**src/rtl/stw_params.svh**
```systemverilog
`ifndef STW_PARAMS_SVH
`define STW_PARAMS_SVH

// widths and counts
`define STW_ADDR_W 12
`define STW_DATA_W 32
`define STW_TALLY_W 16
`define STW_MAX_CH 3
`define STW_NUM_CH 3
`define STW_PRESC_W 7
`define STW_SEL_W 3

// register byte offsets
`define STW_OFS_CONTROL_A 12'h000
`define STW_OFS_CONTROL_B 12'h004
`define STW_OFS_CONTROL_E 12'h008
`define STW_OFS_CONTROL_F 12'h00c
`define STW_OFS_EVENT_CONTROL 12'h010
`define STW_OFS_HALT_CONTROL 12'h014
`define STW_OFS_MATCH_IRQ_EN 12'h018
`define STW_OFS_MATCH_FLAGS 12'h01c
`define STW_OFS_TALLY_VALUE 12'h020
`define STW_OFS_WRAP_LIMIT 12'h024
`define STW_OFS_LIMIT_BUFFER 12'h028
`define STW_OFS_MATCH_VALUE_BASE 12'h030
`define STW_OFS_MATCH_BUFFER_BASE 12'h040
`define STW_OFS_CH_STRIDE 12'h004

// field positions
`define STW_A_ENABLE_BIT 0
`define STW_A_PRESC_LSB 1
`define STW_A_PRESC_MSB 3
`define STW_B_WAVE_LSB 0
`define STW_B_WAVE_MSB 2
`define STW_B_CHEN_LSB 4
`define STW_E_DOWN_BIT 0
`define STW_F_LIMIT_BV_BIT 0
`define STW_F_MATCH_BV_LSB 1
`define STW_EV_COUNT_EVENT_INPUT_ENABLE_BIT 0
`define STW_HALT_RUN_BIT 0

// reset values
`define STW_LIMIT_RST 16'hffff
`define STW_TALLY_RST 16'h0000
`define STW_MATCH_RST 16'h0000

`endif

```
**src/rtl/stw_pkg.sv**
```systemverilog
`include "stw_params.svh"

package stw_pkg;

	typedef enum logic [`STW_SEL_W-1:0] {
		STW_WAVE_NORMAL = 3'h0,
		STW_WAVE_FREQ = 3'h1,
		STW_WAVE_SINGLE = 3'h3
	} stw_wave_t;

	typedef struct packed {
		logic [`STW_TALLY_W-1:0] value;
		logic [`STW_TALLY_W-1:0] buffer;
		logic valid;
		logic flag;
		logic wave;
	} stw_chan_t;

	typedef struct packed {
		logic enable;
		logic [`STW_SEL_W-1:0] presc_sel;
		logic [`STW_SEL_W-1:0] wave_sel;
		logic [`STW_MAX_CH-1:0] chan_en;
		logic count_down;
		logic cnt_event;
		logic halt_run;
		logic [`STW_MAX_CH-1:0] irq_en;
		logic [`STW_TALLY_W-1:0] tally;
		logic [`STW_TALLY_W-1:0] limit;
		logic [`STW_TALLY_W-1:0] limit_buf;
		logic limit_valid;
		logic event_prev;
		logic [`STW_DATA_W-1:0] prdata;
		logic pslverr;
	} stw_top_t;

	typedef struct packed {
		logic [`STW_PRESC_W-1:0] count;
	} stw_presc_t;

endpackage : stw_pkg

```
**src/rtl/stw_timer.sv**
```systemverilog
// Our own choices: the address map and the APB interface to the registers.
`timescale 1ns/100ps
`include "stw_params.svh"

// Behaviour
// debug halt stops the timer unless halt_run_override is one.
// bottom is zero, max all ones, top the sequence's highest value.
// update condition raised at bottom or top, chosen by count direction.
// enable bit starts counting at the prescale_select tick rate.
// count_event_input_enable makes event inputs advance the counter.
// direction from count_sense_down; counting up wraps to zero after top.
// counting down from bottom reloads top: the wrap limit, or channel zero's compare in frequency mode.
// tally_value write is immediate and beats count, clear, reload.
// direction may change while running without disabling.
// wrap limit and each compare value own a buffer and valid flag.
// buffer write sets valid; update copies buffer and clears valid.
// active and buffer compare registers both writable; direct bypasses.
// unbuffered limit write immediate; limit below count runs to max.
// buffered active limit changes only on the update condition.
// continuous compare; match sets channel flag next timer cycle.
// compare buffer moves to active only on update condition.
// pin overridden only in wave mode, counting ticks, channel enabled.
// frequency mode toggles output on every match; period from compare.
// compare zero without prescaling toggles at half the clock rate.
// single slope: count bottom to top, set at top, clear on match.
// limits from three up to all ones are supported.
// single slope period is wrap limit plus one ticks.
// prescaler gives one-cycle tick enable; counter moves only then.

module stw_timer #(
	parameter int NUM_CH = `STW_NUM_CH,
	parameter int PRESC_W = `STW_PRESC_W
) (
	input wire logic CLK_SYS,
	input wire logic RSTN,
	input wire logic PSEL,
	input wire logic PENABLE,
	input wire logic PWRITE,
	input wire logic [`STW_ADDR_W-1:0] PADDR,
	input wire logic [`STW_DATA_W-1:0] PWDATA,
	output logic [`STW_DATA_W-1:0] PRDATA,
	output logic PREADY,
	output logic PSLVERR,
	input wire logic DEBUG_HALT,
	input wire logic EVENT_IN,
	output logic [NUM_CH-1:0] WAVE_PIN_OUT,
	output logic [NUM_CH-1:0] WAVE_PIN_OVR,
	output logic [NUM_CH-1:0] MATCH_IRQ
);

	generate
		if (NUM_CH < 1 || NUM_CH > `STW_MAX_CH) begin : g_bad_ch
			$error("channel count outside the register map");
		end
	endgenerate

	localparam stw_pkg::stw_top_t TOP_RST = '{
		tally: `STW_TALLY_RST,
		limit: `STW_LIMIT_RST,
		limit_buf: `STW_LIMIT_RST,
		default: '0
	};

	stw_pkg::stw_top_t s_reg;
	stw_pkg::stw_top_t s_next;

	stw_pkg::stw_wave_t wave_mode;
	logic setup_ph;
	logic wr_acc;
	logic halted;
	logic run;
	logic presc_tick;
	logic ev_rise;
	logic tick;
	logic [`STW_TALLY_W-1:0] top_value;
	logic at_top;
	logic at_bottom;
	logic at_max;
	logic update;
	logic wr_tally;
	logic wr_limit;
	logic wr_limit_buf;
	logic [`STW_TALLY_W-1:0] wdata16;
	logic [`STW_DATA_W-1:0] rd_data;
	logic rd_hit;
	logic [NUM_CH-1:0] wr_value;
	logic [NUM_CH-1:0] wr_buffer;
	logic [NUM_CH-1:0] flag_clr;
	logic [NUM_CH-1:0][`STW_TALLY_W-1:0] ch_value;
	logic [NUM_CH-1:0][`STW_TALLY_W-1:0] ch_buffer;
	logic [NUM_CH-1:0] ch_valid;
	logic [NUM_CH-1:0] ch_flag;
	logic [NUM_CH-1:0] ch_wave;

	// apb: zero wait states, read data latched in the setup cycle
	assign setup_ph = PSEL && !PENABLE;
	assign wr_acc = PSEL && PENABLE && PWRITE;
	assign wdata16 = PWDATA[`STW_TALLY_W-1:0];
	assign wr_tally = wr_acc && (PADDR == `STW_OFS_TALLY_VALUE);
	assign wr_limit = wr_acc && (PADDR == `STW_OFS_WRAP_LIMIT);
	assign wr_limit_buf = wr_acc && (PADDR == `STW_OFS_LIMIT_BUFFER);

	// raw mode field may hold unused codes; treat them as plain counting
	always_comb begin
		unique case (s_reg.wave_sel)
			3'h1: wave_mode = stw_pkg::STW_WAVE_FREQ;
			3'h3: wave_mode = stw_pkg::STW_WAVE_SINGLE;
			default: wave_mode = stw_pkg::STW_WAVE_NORMAL;
		endcase
	end

	assign halted = DEBUG_HALT && !s_reg.halt_run;
	assign run = s_reg.enable && !halted;
	assign ev_rise = EVENT_IN && !s_reg.event_prev;
	// events only counted on rising edges; prescaler unused then
	assign tick = s_reg.cnt_event ? (run && ev_rise) : presc_tick;

	// frequency mode takes its period from channel zero's compare value
	assign top_value = (wave_mode == stw_pkg::STW_WAVE_FREQ) ? ch_value[0] : s_reg.limit;
	assign at_top = (s_reg.tally == top_value);
	assign at_bottom = (s_reg.tally == `STW_TALLY_RST);
	assign at_max = (s_reg.tally == `STW_LIMIT_RST);
	// no dual-slope mode here, so every mode updates at the wrap point
	assign update = tick && (s_reg.count_down ? at_bottom : at_top);

	stw_prescaler #(
		.PRESC_W(PRESC_W)
	) u_presc (
		.clk(CLK_SYS),
		.rstn(RSTN),
		.run(run && !s_reg.cnt_event),
		.sel(s_reg.presc_sel),
		.tick(presc_tick)
	);

	genvar ch;
	generate
		for (ch = 0; ch < NUM_CH; ch++) begin : g_ch
			localparam logic [`STW_ADDR_W-1:0] CH_OFS = `STW_ADDR_W'(ch * 4);
			assign wr_value[ch] = wr_acc && (PADDR == `STW_OFS_MATCH_VALUE_BASE + CH_OFS);
			assign wr_buffer[ch] = wr_acc && (PADDR == `STW_OFS_MATCH_BUFFER_BASE + CH_OFS);
			assign flag_clr[ch] = wr_acc && (PADDR == `STW_OFS_MATCH_FLAGS) && PWDATA[ch];
			// pin taken only in a wave mode, on clock ticks, channel enabled
			assign WAVE_PIN_OVR[ch] = (wave_mode != stw_pkg::STW_WAVE_NORMAL)
				&& !s_reg.cnt_event && s_reg.chan_en[ch];
			assign MATCH_IRQ[ch] = ch_flag[ch] && s_reg.irq_en[ch];
			stw_channel u_ch (
				.clk(CLK_SYS),
				.rstn(RSTN),
				.tally(s_reg.tally),
				.tick(tick),
				.at_top(at_top),
				.update(update),
				.wave_mode(wave_mode),
				.wr_value(wr_value[ch]),
				.wr_buffer(wr_buffer[ch]),
				.wdata(wdata16),
				.flag_clr(flag_clr[ch]),
				.value(ch_value[ch]),
				.buffer(ch_buffer[ch]),
				.valid(ch_valid[ch]),
				.flag(ch_flag[ch]),
				.wave(ch_wave[ch])
			);
		end
	endgenerate

	// read decode; unmapped or misaligned addresses answer with an error
	always_comb begin
		rd_data = '0;
		rd_hit = 1'b1;
		unique case (PADDR)
			`STW_OFS_CONTROL_A: begin
				rd_data[`STW_A_ENABLE_BIT] = s_reg.enable;
				rd_data[`STW_A_PRESC_MSB:`STW_A_PRESC_LSB] = s_reg.presc_sel;
			end
			`STW_OFS_CONTROL_B: begin
				rd_data[`STW_B_WAVE_MSB:`STW_B_WAVE_LSB] = s_reg.wave_sel;
				rd_data[`STW_B_CHEN_LSB +: NUM_CH] = s_reg.chan_en[NUM_CH-1:0];
			end
			`STW_OFS_CONTROL_E: begin
				rd_data[`STW_E_DOWN_BIT] = s_reg.count_down;
			end
			`STW_OFS_CONTROL_F: begin
				rd_data[`STW_F_LIMIT_BV_BIT] = s_reg.limit_valid;
				rd_data[`STW_F_MATCH_BV_LSB +: NUM_CH] = ch_valid;
			end
			`STW_OFS_EVENT_CONTROL: begin
				rd_data[`STW_EV_COUNT_EVENT_INPUT_ENABLE_BIT] = s_reg.cnt_event;
			end
			`STW_OFS_HALT_CONTROL: begin
				rd_data[`STW_HALT_RUN_BIT] = s_reg.halt_run;
			end
			`STW_OFS_MATCH_IRQ_EN: begin
				rd_data[NUM_CH-1:0] = s_reg.irq_en[NUM_CH-1:0];
			end
			`STW_OFS_MATCH_FLAGS: begin
				rd_data[NUM_CH-1:0] = ch_flag;
			end
			`STW_OFS_TALLY_VALUE: begin
				rd_data[`STW_TALLY_W-1:0] = s_reg.tally;
			end
			`STW_OFS_WRAP_LIMIT: begin
				rd_data[`STW_TALLY_W-1:0] = s_reg.limit;
			end
			`STW_OFS_LIMIT_BUFFER: begin
				rd_data[`STW_TALLY_W-1:0] = s_reg.limit_buf;
			end
			default: begin
				rd_hit = 1'b0;
				for (int i = 0; i < NUM_CH; i++) begin
					if (PADDR == `STW_OFS_MATCH_VALUE_BASE + `STW_ADDR_W'(i * 4)) begin
						rd_data[`STW_TALLY_W-1:0] = ch_value[i];
						rd_hit = 1'b1;
					end
					if (PADDR == `STW_OFS_MATCH_BUFFER_BASE + `STW_ADDR_W'(i * 4)) begin
						rd_data[`STW_TALLY_W-1:0] = ch_buffer[i];
						rd_hit = 1'b1;
					end
				end
			end
		endcase
	end

	always_comb begin
		s_next = s_reg;
		s_next.event_prev = EVENT_IN;
		if (setup_ph) begin
			s_next.prdata = PWRITE ? '0 : rd_data;
			s_next.pslverr = !rd_hit;
		end

		// control writes
		if (wr_acc) begin
			unique case (PADDR)
				`STW_OFS_CONTROL_A: begin
					s_next.enable = PWDATA[`STW_A_ENABLE_BIT];
					s_next.presc_sel = PWDATA[`STW_A_PRESC_MSB:`STW_A_PRESC_LSB];
				end
				`STW_OFS_CONTROL_B: begin
					s_next.wave_sel = PWDATA[`STW_B_WAVE_MSB:`STW_B_WAVE_LSB];
					s_next.chan_en = PWDATA[`STW_B_CHEN_LSB +: `STW_MAX_CH];
				end
				`STW_OFS_CONTROL_E: begin
					s_next.count_down = PWDATA[`STW_E_DOWN_BIT];
				end
				`STW_OFS_EVENT_CONTROL: begin
					s_next.cnt_event = PWDATA[`STW_EV_COUNT_EVENT_INPUT_ENABLE_BIT];
				end
				`STW_OFS_HALT_CONTROL: begin
					s_next.halt_run = PWDATA[`STW_HALT_RUN_BIT];
				end
				`STW_OFS_MATCH_IRQ_EN: begin
					s_next.irq_en = PWDATA[`STW_MAX_CH-1:0];
				end
				default: begin
				end
			endcase
		end

		// counter: count, wrap or reload on a tick
		if (tick) begin
			if (s_reg.count_down) begin
				if (at_bottom) begin
					s_next.tally = top_value;
				end else begin
					s_next.tally = s_reg.tally - 1'b1;
				end
			end else begin
				// a limit below the count never matches, so it rolls past max
				if (at_top || at_max) begin
					s_next.tally = `STW_TALLY_RST;
				end else begin
					s_next.tally = s_reg.tally + 1'b1;
				end
			end
		end
		// software write last so it wins over any count activity
		if (wr_tally) begin
			s_next.tally = wdata16;
		end

		// wrap limit double buffering
		if (update && s_reg.limit_valid) begin
			s_next.limit = s_reg.limit_buf;
			s_next.limit_valid = 1'b0;
		end
		if (wr_limit_buf) begin
			s_next.limit_buf = wdata16;
			s_next.limit_valid = 1'b1;
		end
		// any 16-bit limit accepted, three through all ones included
		if (wr_limit) begin
			s_next.limit = wdata16;
		end
	end

	always_ff @(posedge CLK_SYS or negedge RSTN) begin
		if (!RSTN) begin
			s_reg <= TOP_RST;
		end else begin
			s_reg <= s_next;
		end
	end

	assign PRDATA = s_reg.prdata;
	assign PSLVERR = s_reg.pslverr;
	assign PREADY = 1'b1;
	assign WAVE_PIN_OUT = ch_wave;

endmodule : stw_timer

```
**src/rtl/stw_prescaler.sv**
```systemverilog
`timescale 1ns/100ps
`include "stw_params.svh"

module stw_prescaler #(
	parameter int PRESC_W = `STW_PRESC_W
) (
	input wire logic clk,
	input wire logic rstn,
	input wire logic run,
	input wire logic [`STW_SEL_W-1:0] sel,
	output logic tick
);

	generate
		if (PRESC_W < 7) begin : g_bad_width
			$error("prescaler too narrow for the largest divider");
		end
	endgenerate

	stw_pkg::stw_presc_t s_reg;
	stw_pkg::stw_presc_t s_next;
	logic [PRESC_W-1:0] mask;

	// divider is two to the power of sel; counter restarts while stopped
	always_comb begin
		for (int i = 0; i < PRESC_W; i++) begin
			mask[i] = (i < int'(sel));
		end
		tick = run && ((s_reg.count & mask) == mask);
		s_next = s_reg;
		if (run) begin
			s_next.count = s_reg.count + 1'b1;
		end else begin
			s_next.count = '0;
		end
	end

	always_ff @(posedge clk or negedge rstn) begin
		if (!rstn) begin
			s_reg <= '0;
		end else begin
			s_reg <= s_next;
		end
	end

endmodule : stw_prescaler

```
**src/rtl/stw_channel.sv**
```systemverilog
`timescale 1ns/100ps
`include "stw_params.svh"

module stw_channel (
	input wire logic clk,
	input wire logic rstn,
	input wire logic [`STW_TALLY_W-1:0] tally,
	input wire logic tick,
	input wire logic at_top,
	input wire logic update,
	input wire stw_pkg::stw_wave_t wave_mode,
	input wire logic wr_value,
	input wire logic wr_buffer,
	input wire logic [`STW_TALLY_W-1:0] wdata,
	input wire logic flag_clr,
	output logic [`STW_TALLY_W-1:0] value,
	output logic [`STW_TALLY_W-1:0] buffer,
	output logic valid,
	output logic flag,
	output logic wave
);

	localparam stw_pkg::stw_chan_t CH_RST = '{
		value: `STW_MATCH_RST,
		buffer: `STW_MATCH_RST,
		default: '0
	};

	stw_pkg::stw_chan_t s_reg;
	stw_pkg::stw_chan_t s_next;
	logic match;

	always_comb begin
		match = (tally == s_reg.value);
		s_next = s_reg;
		if (update && s_reg.valid) begin
			s_next.value = s_reg.buffer;
			s_next.valid = 1'b0;
		end
		if (wr_buffer) begin
			s_next.buffer = wdata;
			s_next.valid = 1'b1;
		end
		// direct write beats a buffer copy in the same cycle
		if (wr_value) begin
			s_next.value = wdata;
		end
		if (flag_clr) begin
			s_next.flag = 1'b0;
		end
		// set wins over a clear arriving together
		if (tick && match) begin
			s_next.flag = 1'b1;
		end
		unique case (wave_mode)
			stw_pkg::STW_WAVE_NORMAL: begin
				s_next.wave = 1'b0;
			end
			stw_pkg::STW_WAVE_FREQ: begin
				if (tick && match) begin
					s_next.wave = ~s_reg.wave;
				end
			end
			stw_pkg::STW_WAVE_SINGLE: begin
				if (tick && match) begin
					s_next.wave = 1'b0;
				end else if (tick && at_top) begin
					s_next.wave = 1'b1;
				end
			end
		endcase
	end

	always_ff @(posedge clk or negedge rstn) begin
		if (!rstn) begin
			s_reg <= CH_RST;
		end else begin
			s_reg <= s_next;
		end
	end

	assign value = s_reg.value;
	assign buffer = s_reg.buffer;
	assign valid = s_reg.valid;
	assign flag = s_reg.flag;
	assign wave = s_reg.wave;

endmodule : stw_channel

```
**config.mk**
```make
export PLATFORM = sky130hd
export DESIGN_NAME = stw_timer
export DESIGN_NICKNAME = d
export VERILOG_FILES = /design/src/rtl/stw_pkg.sv /design/src/rtl/stw_timer.sv /design/src/rtl/stw_prescaler.sv /design/src/rtl/stw_channel.sv
export VERILOG_INCLUDE_DIRS = /design/src /design/src/rtl
export SDC_FILE = /design/constraint.sdc
export NUM_CORES = 1
export LEC_CHECK = 0
export BUFFER_PORTS_ARGS = -buffer_cell sky130_fd_sc_hd__buf_4
export CAP_MARGIN = 20
export CORE_MARGIN = 4
export CORE_UTILIZATION = 45
export CTS_BUF_LIST = sky130_fd_sc_hd__clkbuf_8 sky130_fd_sc_hd__clkbuf_16
export DETAILED_ROUTE_END_ITERATION = 6
export PLACE_DENSITY = 0.72
export SLEW_MARGIN = 20
export SYNTH_ARGS = -nofsm -noshare
export SYNTH_HDL_FRONTEND = slang
export SYNTH_HIERARCHICAL = 1
export SYNTH_SLANG_ARGS = --single-unit
```
**constraint.sdc**
```tcl
create_clock -name CLK_SYS -period 4.13 [get_ports CLK_SYS]
set_input_delay 0.826 -clock CLK_SYS [delete_from_list [all_inputs] [get_ports CLK_SYS]]
set_output_delay 0.826 -clock CLK_SYS [all_outputs]
set_load 0.01 [all_outputs]
```
==> results.sh <==
export IMPL_dp_hpwl_um=26400
export IMPL_drtIter0Drc=1125
export IMPL_leakage_nw=5.58
export IMPL_core_area_mm2=0.0263
export IMPL_min_period_ps=3170
export IMPL_async_flop_share_pct=100
export IMPL_worstSetupPathType="reg2reg"
export IMPL_synth_seq_cells=195
export IMPL_p_clk_share_pct=44.4
export IMPL_total_power_mw=3.77
export IMPL_routed_wl_um=37100
export IMPL_dp_slack_ps=630
export IMPL_critPathBufInv=1
export IMPL_slowest_stage="or4_4"
export IMPL_critical_path_arrival_ps=3540
export IMPL_synth_warning_count=6
export IMPL_largest_register_ffs=66
export IMPL_antenna_found_initial=0
export IMPL_relSlewSlack_pct=35.7
export IMPL_synth_most_common_cell="dfrtp_1"
export IMPL_finalMaxSlewViolations=0
export IMPL_startpoint_type="register"
export IMPL_p_comb_share_pct=4.6
export IMPL_syn_area_per_cell_um2=9.64
export IMPL_irDropWorstVdd_v=0.000264
export IMPL_fmax_mhz=316
export IMPL_finalHoldViolations=0
export IMPL_cp_num_cells=8
export IMPL_highest_layer="met4"
export IMPL_dr_wl_met3_um=3200
export IMPL_synth_area_mm2=0.0121
export IMPL_layout_drive_gt1_share_pct=21.2
export IMPL_route_detailed_drc=0
export IMPL_place_congestion=0.937
export IMPL_hold_class="in2async"
export IMPL_clkSinkCount=195
export IMPL_finalSetupTns_ps=0
export IMPL_met2_length_um=16800
export IMPL_numCtsBuffers=17
export IMPL_internal_power_mw=2.86
export IMPL_n_antenna_cell=0
export IMPL_portBuffers=60
export IMPL_synth_commonest_cells="dfrtp_1, nand2_1, o21ai_0"
export IMPL_cap_violations=0
export IMPL_area_growth_pct=9.90
export IMPL_outcome="finished, final reports clean"
export IMPL_hold_buffers=0
export IMPL_synthCells=1256
export IMPL_end_kind="register"
export IMPL_setup_ws_ps=960
export IMPL_htreeDepth=4
export IMPL_cts_tree="done"
export IMPL_clockBufferDepth=2
export IMPL_crit_fanout=32
export IMPL_rows=59
export IMPL_via_count=10300
export IMPL_wl_met1_um=15400
export IMPL_cts_root_buf="clkbuf_16"
export IMPL_synth_xor_area_share_pct=6.37
export IMPL_die_area_mm2=0.0296
export IMPL_initial_core_util_pct=46.1
export IMPL_ys_top_cells_by_area="dfrtp_1, dfstp_2, mux2_2"
export IMPL_finalClockSkew_ps=11.1
export IMPL_synth_top_area_cell="dfrtp_1"
export IMPL_ioPinCount=94
export IMPL_viasPerCell=6.34
export IMPL_wl_per_cell_um=22.8
export IMPL_grt_max_degree=84
export IMPL_grt_overflow=0
export IMPL_p_switching_uw=911
export IMPL_synth_top_family_by_area="simple AND/OR/NAND/NOR gates"
export IMPL_pwr_share_seq_pct=51.0
export IMPL_path_cells="or4_4, nand2b_4, or3_1, nor3_4, a31oi_2, buf_4, nand3b_1, nand3_1"
export IMPL_nets=1334
export IMPL_cts_resized=0
export IMPL_post_cts_buffers=0
export IMPL_tightestPinTransition_ps=965
export IMPL_rsz0062_at_grt="no"
export IMPL_critPathTopFamily="simple AND/OR/NAND/NOR gates"
export IMPL_post_route_period_util_pct=76.7
export IMPL_hold_ws_ps=401
export IMPL_fp_dieH_um=172
export IMPL_netlist_area_leader_share_pct=33.7
export IMPL_drt_pass1_iterations=6
export IMPL_synthDistinctLibCells=79
export IMPL_synthSimpleGateAreaFrac_pct=19.0
export IMPL_power_density_mw_per_mm2=284
export IMPL_clk_pin_slew_ps=70
export IMPL_ys_seq_area_share_pct=40.6
export IMPL_dp_cells=1595
export IMPL_crit_required_ps=4510
export IMPL_synth_compound_area_share_pct=14.6
export IMPL_setup_viol=0
export IMPL_grtUsageTotal_pct=24.9
export IMPL_critPathMaxStageDelay_ps=700
export IMPL_synth_ff_type="dfrtp_1"
export IMPL_grt_pass1_vias=9904
export IMPL_p_sw_share_pct=24.1
export IMPL_insertion_delay_ps=440
export IMPL_synthAdderAreaFrac_pct=0.414
export IMPL_ant_nets=0
export IMPL_stdcell_count=1626
export IMPL_synth_edf_count=0
export IMPL_synth_mux_area_share_pct=12.4
export IMPL_dieWidth_um=172
export IMPL_grt_pass1_wl_um=57200
export IMPL_r2r_cells=8
## per-layer routing
metal	global-route usage, %	vias up
met5	0	-
met4	11.2	0
met3	4.55	100
met2	38.2	548
met1	34.6	5118
li1	-	4548
## logic make-up (layout without fill, tap and decap cells)
group,Yosys count,in the layout
AND/OR/NAND/NOR,435,435
adder cells (fa/ha/maj),4,4
other,2,20
AO/OA/AOI/OAI,252,252
XOR/XNOR,88,88
buffers and inverters,140,157
multiplexers,140,140
flip-flops,195,195
## stage by stage
stage / cell area (um2) / utilization [%]
floorplan: 12200 / -
global placement: 12700 / 48.4
detailed placement: 12700 / 48.4
CTS: 13300 / 50.6
global route: 13300 / 50.6
finish: 13300 / 50.6
## power groups by stage
stage               Clock (mW)  Combinational, mW  Sequential (mW)
floorplan                    0             0.0697             1.96
global placement             0              0.169             1.96
detailed placement           0              0.171             1.96
CTS                       1.69              0.171             1.93
global route              1.78              0.188             1.93
finish                    1.68              0.172             1.93
## final timing paths
| path | startpoint | end | slack [ps] |
|---|---|---|---|
| worst min-delay path | RSTN | g_ch[1].u_ch/buffer[9] | 400 |
| worst min register to register | PSLVERR | PSLVERR | 500 |
| max in group asynchronous | RSTN | s_reg[53] | 2750 |
| min in group CLK_SYS | PSLVERR | PSLVERR | 500 |
| worst max register to register | s_reg[74] | s_reg[64] | 960 |
| worst max-delay path | s_reg[74] | s_reg[64] | 960 |
## layout by cell type (no fill, tap or decap), types with 12 or more instances in the layout
master     synthesis  layout
buf_4             38     100
dfstp_2           32      32
nor4_1            17      15
a211oi_1          13      13
mux2_2            73      73
clkbuf_16          0      17
xor2_1            47      47
nand4_1           15      15
o31ai_1           13      13
conb_1             2      20
inv_1             23      24
nand3_1           65      65
nor2_1            42      42
a22oi_1           30      30
mux2i_1           58      58
and2_1            17      17
a21oi_1           22      19
nor2b_1           18      18
nand2_1          151     151
nand3b_1          18      18
dfrtp_1          163     163
nor3_1            30      28
xnor2_1           41      41
o21ai_0           76      76
nand2b_1          12      12
a221oi_1          30      30
## layout make-up
cell class / count / area, um2
timing repair buffer: 102 / 785
multi-input combinational: 939 / 6510
clock inverter: 14 / 155
inverter: 24 / 90.1
tap: 335 / 419
clock buffer: 17 / 425
fill: 2417 / 13000
sequential: 195 / 4920
No activity file was read; power rests on OpenSTA's default activity.
